===== src/verilog/lsrr_pkg.sv =====
// Package holding constants and carriers for the low-supply and runaway reset block.
package lsrr_pkg;

  // ----------------------------------------------------------------
  // Timing constants
  // ----------------------------------------------------------------
  localparam int unsigned CLK_HZ          = 20_000_000;
  localparam int unsigned RUNAWAY_BITS    = 20;
  localparam int unsigned RESET_MACHINE_CYCLES = 5;
  localparam int unsigned PULSE_CNT_W     = 3;
  localparam logic [PULSE_CNT_W-1:0] PULSE_LAST = 3'(RESET_MACHINE_CYCLES - 1);

  // ----------------------------------------------------------------
  // Reset and clear values
  // ----------------------------------------------------------------
  localparam logic FLAG_RESET_VAL  = 1'b0;
  localparam logic CLEAR_BIT_VALUE = 1'b0;

  // ----------------------------------------------------------------
  // Types
  // ----------------------------------------------------------------
  typedef enum logic [1:0] {
    LSRR_IDLE    = 2'b00,
    LSRR_WAIT_WR = 2'b01,
    LSRR_PULSE   = 2'b11
  } lsrr_state_t;

  typedef struct packed {
    logic stop_mode;
    logic sleep_entry;
    logic timebase_entry;
    logic watch_entry;
    logic cpu_stopped;
    logic osc_stopped;
  } lsrr_mode_t;

  typedef struct packed {
    logic wr_en;
    logic wr_data;
  } lsrr_clear_t;

endpackage


===== src/verilog/lsrr_top.sv =====
// Low-supply detector and runaway counter combined into one internal reset source.
`timescale 1ns/10ps
module lsrr_top
  import lsrr_pkg::*;
#(
  parameter int unsigned COUNT_W = RUNAWAY_BITS
) (
  // Clock, reset and enable
  input  wire logic        clk,
  input  wire logic        reset,
  input  wire logic        clk_en,
  // Oscillation clock tick and supply comparator
  input  wire logic        osc_tick,
  input  wire logic        supply_low_async,
  // CPU status
  input  wire lsrr_mode_t  cpu_mode,
  input  wire logic        ram_write_busy,
  input  wire lsrr_clear_t clear_wr,
  input  wire logic        flag_clear,
  // Outputs
  output logic             internal_reset,
  output logic             low_supply_flag,
  output logic             stop_release,
  output logic             runaway_clear_readback
);

  // ----------------------------------------------------------------
  // Supply comparator synchroniser
  // ----------------------------------------------------------------
  logic sync1_reg;
  logic sync2_reg;
  logic supply_low;

  always_ff @(posedge clk) begin
    if (reset) begin
      sync1_reg <= 1'b0;
      sync2_reg <= 1'b0;
    end else if (clk_en) begin
      sync1_reg <= supply_low_async;
      sync2_reg <= sync1_reg;
    end
  end
  assign supply_low = sync2_reg;

  // ----------------------------------------------------------------
  // Low-supply flag
  // ----------------------------------------------------------------
  // Only reset or flag_clear clears the flag, not an internal reset, so software can see why the
  // chip restarted after an internal reset.
  always_ff @(posedge clk) begin
    if (reset) begin
      low_supply_flag <= FLAG_RESET_VAL;
    end else if (clk_en) begin
      if (supply_low) begin
        low_supply_flag <= 1'b1;
      end else if (flag_clear) begin
        low_supply_flag <= 1'b0;
      end
    end
  end

  // ----------------------------------------------------------------
  // Runaway counter
  // ----------------------------------------------------------------
  logic [COUNT_W-1:0] count_reg;
  logic               count_clear;
  logic               timeout;
  logic               sw_clear;

  assign sw_clear = clear_wr.wr_en && (clear_wr.wr_data == CLEAR_BIT_VALUE);
  assign count_clear = sw_clear || internal_reset || cpu_mode.osc_stopped
                     || cpu_mode.sleep_entry || cpu_mode.timebase_entry
                     || cpu_mode.watch_entry;
  assign timeout = osc_tick && !cpu_mode.cpu_stopped && (&count_reg);

  always_ff @(posedge clk) begin
    if (reset) begin
      count_reg <= '0;
    end else if (clk_en) begin
      if (count_clear) begin
        count_reg <= '0;
      end else if (osc_tick && !cpu_mode.cpu_stopped) begin
        count_reg <= count_reg + COUNT_W'(1);
      end
    end
  end

  always_ff @(posedge clk) begin
    if (reset) begin
      runaway_clear_readback <= 1'b1;
    end else if (clk_en && clear_wr.wr_en) begin
      runaway_clear_readback <= clear_wr.wr_data;
    end
  end

  // ----------------------------------------------------------------
  // Reset sequencer
  // ----------------------------------------------------------------
  lsrr_state_t state_reg;
  lsrr_state_t state_next;
  logic [PULSE_CNT_W-1:0] pulse_reg;

  always_comb begin
    state_next = state_reg;
    case (state_reg)
      LSRR_IDLE: begin
        if (timeout) begin
          state_next = LSRR_PULSE;
        end else if (supply_low) begin
          state_next = ram_write_busy ? LSRR_WAIT_WR : LSRR_PULSE;
        end
      end
      LSRR_WAIT_WR: begin
        if (!ram_write_busy) begin
          state_next = LSRR_PULSE;
        end
      end
      LSRR_PULSE: begin
        // New requests are dropped while the pulse stands.
        if (pulse_reg == PULSE_LAST) begin
          state_next = LSRR_IDLE;
        end
      end
      default: state_next = LSRR_IDLE;
    endcase
  end

  always_ff @(posedge clk) begin
    if (reset) begin
      state_reg <= LSRR_IDLE;
    end else if (clk_en) begin
      state_reg <= state_next;
    end
  end

  always_ff @(posedge clk) begin
    if (reset) begin
      pulse_reg <= '0;
    end else if (clk_en) begin
      pulse_reg <= (state_next == LSRR_PULSE && state_reg == LSRR_PULSE)
                 ? pulse_reg + PULSE_CNT_W'(1) : '0;
    end
  end

  always_ff @(posedge clk) begin
    if (reset) begin
      internal_reset <= 1'b0;
      stop_release   <= 1'b0;
    end else if (clk_en) begin
      internal_reset <= (state_next == LSRR_PULSE);
      stop_release   <= (state_next == LSRR_PULSE) && cpu_mode.stop_mode
                        && (state_reg != LSRR_PULSE);
    end
  end

endmodule // lsrr_top


===== config.mk =====
export PLATFORM = sky130hd
export DESIGN_NAME = lsrr_top
export DESIGN_NICKNAME = d
export VERILOG_FILES = /design/src/verilog/lsrr_pkg.sv /design/src/verilog/lsrr_top.sv
export SDC_FILE = /design/constraint.sdc
export NUM_CORES = 1
export LEC_CHECK = 0
export BUFFER_PORTS_ARGS = -buffer_cell sky130_fd_sc_hd__buf_2
export CORE_ASPECT_RATIO = 0.6
export CORE_MARGIN = 5
export CORE_UTILIZATION = 35
export DETAILED_ROUTE_END_ITERATION = 8
export PLACE_DENSITY_LB_ADDON = 0.2
export SLEW_MARGIN = 10
export SYNTH_ARGS = -nofsm -noshare
export SYNTH_HDL_FRONTEND = slang
export SYNTH_SLANG_ARGS = --single-unit

===== constraint.sdc =====
create_clock -name clk -period 2.2 [get_ports clk]
set_clock_uncertainty 0.1 [all_clocks]
set_input_delay 0.22 -clock clk [delete_from_list [all_inputs] [get_ports clk]]
set_output_delay 0.22 -clock clk [all_outputs]
set_load 0.03 [all_outputs]

==> flow_metrics.env <==
export IMPL_antenna_found_initial=0
export IMPL_hold_slack_ns=0.0718
export IMPL_largest_reg_flops=20
export IMPL_leakage_nw=0.667
export IMPL_intPower_mw=0.974
export IMPL_synth_most_common_cell="dfxtp_1"
export IMPL_htreeDepth=2
export IMPL_synth_top_family_by_area="simple AND/OR/NAND/NOR gates"
export IMPL_min_path_type="input pin to flop"
export IMPL_cap_violations=0
export IMPL_startpoint_type="flop"
export IMPL_finalNetCount=236
export IMPL_syn_num_nets=209
export IMPL_criticalPathCategory="flop to flop"
export IMPL_synthSimpleGateAreaFrac_pct=29.5
export IMPL_reg2reg_depth=5
export IMPL_ys_seq_area_share_pct=37.0
export IMPL_ys_flop_type="dfxtp_1"
export IMPL_powerDensity_nw_per_um2=627
export IMPL_dieHeight_um=63.6
export IMPL_io_pins=19
export IMPL_switching_share_pct=22.6
export IMPL_finalHoldViolCount=0
export IMPL_synthMuxAreaShare_pct=1.79
export IMPL_synthArstFlopShare_pct=0
export IMPL_ant_nets=0
export IMPL_path_max_fanout=8
export IMPL_cts_root_buf="clkbuf_8"
export IMPL_crit_arrival_ns=2.16
export IMPL_max_freq_ghz=0.491
export IMPL_cts_buffers=5
export IMPL_dp_hpwl_mm=2.84
export IMPL_cts_path_max_buffers=2
export IMPL_critPathRequiredTime_ns=2.32
export IMPL_drtPass1Iterations=4
export IMPL_slew_headroom_pct=68.5
export IMPL_wl_per_cell_um=13.4
export IMPL_die_area_sq_um=6320
export IMPL_holdPathStages=3
export IMPL_wl_mm=3.77
export IMPL_die_w_um=99.4
export IMPL_synth_compound_area_share_pct=23.1
export IMPL_pwr_share_comb_pct=8.0
export IMPL_seqPwrFrac_pct=45.7
export IMPL_netlist_top_cells_count="31 x dfxtp_1, 18 x nand2_1, 15 x a21oi_2, 15 x nand3_1, 12 x nor2_1"
export IMPL_num_fill_cells=472
export IMPL_grt_use_total_pct=12.6
export IMPL_avgSynthCellArea_sq_um=8.78
export IMPL_drive_above_1_share_pct=32.0
export IMPL_ys_types=47
export IMPL_finalSetupViolations=0
export IMPL_hold_buffers=0
export IMPL_peakVddDrop_mv=0.322
export IMPL_ys_seq_elements=31
export IMPL_cts_tree="built"
export IMPL_hold_path_end="sync1_reg$_SDFFE_PP0P_"
export IMPL_grt_pass1_wl_mm=6.41
export IMPL_clk_latency_ns=0.28
export IMPL_setup_tns_ns=0
export IMPL_syn_cell_area_sq_um=1680
export IMPL_synth_edf_count=0
export IMPL_synth_fa_ha_area_share_pct=2.24
export IMPL_fin_ws_ns=0.162
export IMPL_row_count=19
export IMPL_yosysTopAreaCell="dfxtp_1"
export IMPL_grt_setup_unrepaired="no"
export IMPL_viasPerCell=5.23
export IMPL_final_max_slew_violation_count=0
export IMPL_synth_xor_area_share_pct=1.57
export IMPL_finalCriticalPeriod_ns=2.04
export IMPL_synth_top_area_share_pct=37.0
export IMPL_drtIter0Drc=56
export IMPL_synthTopCellsByArea="dfxtp_1 37%, a21oi_2 7.8%, nand3_1 4.5%"
export IMPL_p_sw_mw=0.285
export IMPL_vias=1474
export IMPL_area_delta_synth_final_pct=19.6
export IMPL_post_route_period_util_pct=92.6
export IMPL_grt_max_degree=29
export IMPL_status="completed"
export IMPL_pwr_share_clk_pct=46.3
export IMPL_overflow=0
export IMPL_r2r_end="count_reg[18]$_SDFFE_PP0P_"
export IMPL_cts_sinks=31
export IMPL_core_area_sq_um=4610
export IMPL_pre_cts_ws_ns=0.123
export IMPL_hold_start="supply_low_async"
export IMPL_first_global_vias=1298
export IMPL_portBuffers=18
export IMPL_tightest_slew_ns=0.472
export IMPL_gp_congestion=0.768
export IMPL_drcViolationCount=0
export IMPL_start_util_pct=36.4
export IMPL_synth_cells=191
export IMPL_r2r_slack_ns=0.16
export IMPL_timing_rr_start="count_reg[1]$_SDFFE_PP0P_"
export IMPL_path_clk_slew_ns=0.07
export IMPL_endpoint_kind="flop"
export IMPL_ys_warn_count=0
export IMPL_n_antenna_cell=0
metal layers:
metal / GRT usage, % / vias to the layer above / wire length (um)
li1: - / 770 / -
met5: 0 / - / 0
met2: 15.3 / 32 / 1370
met3: 4.19 / 4 / 212
met1: 19.9 / 668 / 2160
met4: 3.58 / 0 / 26
worst max-delay path, cell delays in order, from the launching register on:
cell and delay, ns:
dfxtp_1 0.40, ha_1 0.22, and4_2 0.28, nand3_2 0.17, or4_2 0.66, a21oi_2 0.15
cell type report:
class	instances	area [sq um]	area share, %
Multi-Input combinational cell	144	985	49.1
Sequential cell	31	621	30.9
Timing Repair Buffer	27	170	8.48
Clock buffer	6	82.6	4.12
Tap cell	63	78.8	3.93
Clock inverter	2	35.0	1.75
Inverter	9	33.8	1.68
layout by cell type (no fill, tap or decap), types with 2 or more instances in the layout:
master	instances
nand2_1	18
o21ai_0	3
nand3_1	14
o31ai_1	6
or4_2	4
mux2i_1	3
nor2_1	12
or3_1	4
or4_1	2
xor2_1	2
nor3_1	2
or3_2	3
nand4_1	3
and4_1	3
clkbuf_8	6
o21ai_1	7
or4_4	2
buf_2	18
and3_1	2
a21oi_2	15
buf_4	8
or4b_2	3
nor2b_1	2
dfxtp_1	31
inv_1	9
ha_1	3
a21oi_1	7
o41ai_1	4
per-stage QoR:
| step | cells | util (%) | instance area [sq um] | power [mW] |
|---|---|---|---|---|
| final | 282 | 43.5 | 2010 | 1.26 |
| after global routing | 282 | 43.5 | 2010 | 1.32 |
| after global placement | 274 | 40.8 | 1880 | 0.688 |
| after detailed placement | 274 | 40.8 | 1880 | 0.688 |
| after floorplan | 191 | - | 1680 | 0.649 |
| after CTS | 282 | 43.4 | 2000 | 1.28 |
worst max path at each step:
stage | end | slack, ns | start
floorplan | count_reg[2]$_SDFFE_PP0P_ | 0.16 | internal_reset$_SDFFE_PP0P_
global placement | count_reg[16]$_SDFFE_PP0P_ | 0.19 | count_reg[1]$_SDFFE_PP0P_
detailed placement | count_reg[18]$_SDFFE_PP0P_ | 0.12 | count_reg[1]$_SDFFE_PP0P_
CTS | count_reg[16]$_SDFFE_PP0P_ | 0.09 | count_reg[1]$_SDFFE_PP0P_
global route | count_reg[16]$_SDFFE_PP0P_ | 0.09 | count_reg[1]$_SDFFE_PP0P_
finish | count_reg[18]$_SDFFE_PP0P_ | 0.16 | count_reg[1]$_SDFFE_PP0P_
cell families (layout without fill, tap and decap cells):
kind of cell             after synthesis  in the layout
adder cells (fa/ha/maj)                3              3
AO/OA/AOI/OAI                         51             51
AND/OR/NAND/NOR                       84             84
buffers and inverters                 16             44
multiplexers                           3              3
flip-flops                            31             31
XOR/XNOR                               3              3
power by group through the flow:
| stage | clock network, mW | registers, mW | logic (mW) |
|---|---|---|---|
| after floorplan | 0 | 0.592 | 0.0575 |
| after global placement | 0 | 0.588 | 0.101 |
| after detailed placement | 0 | 0.587 | 0.101 |
| after CTS | 0.601 | 0.575 | 0.101 |
| after global routing | 0.634 | 0.576 | 0.111 |
| final | 0.583 | 0.575 | 0.101 |
repair_timing:
| item | CTS | global route |
|---|---|---|
| endpoints found under the setup margin | 0 | 1 |
| buffers inserted | 0 | 0 |
| gates resized for setup | 0 | 1 |
No activity file was read; power rests on OpenSTA's default activity.
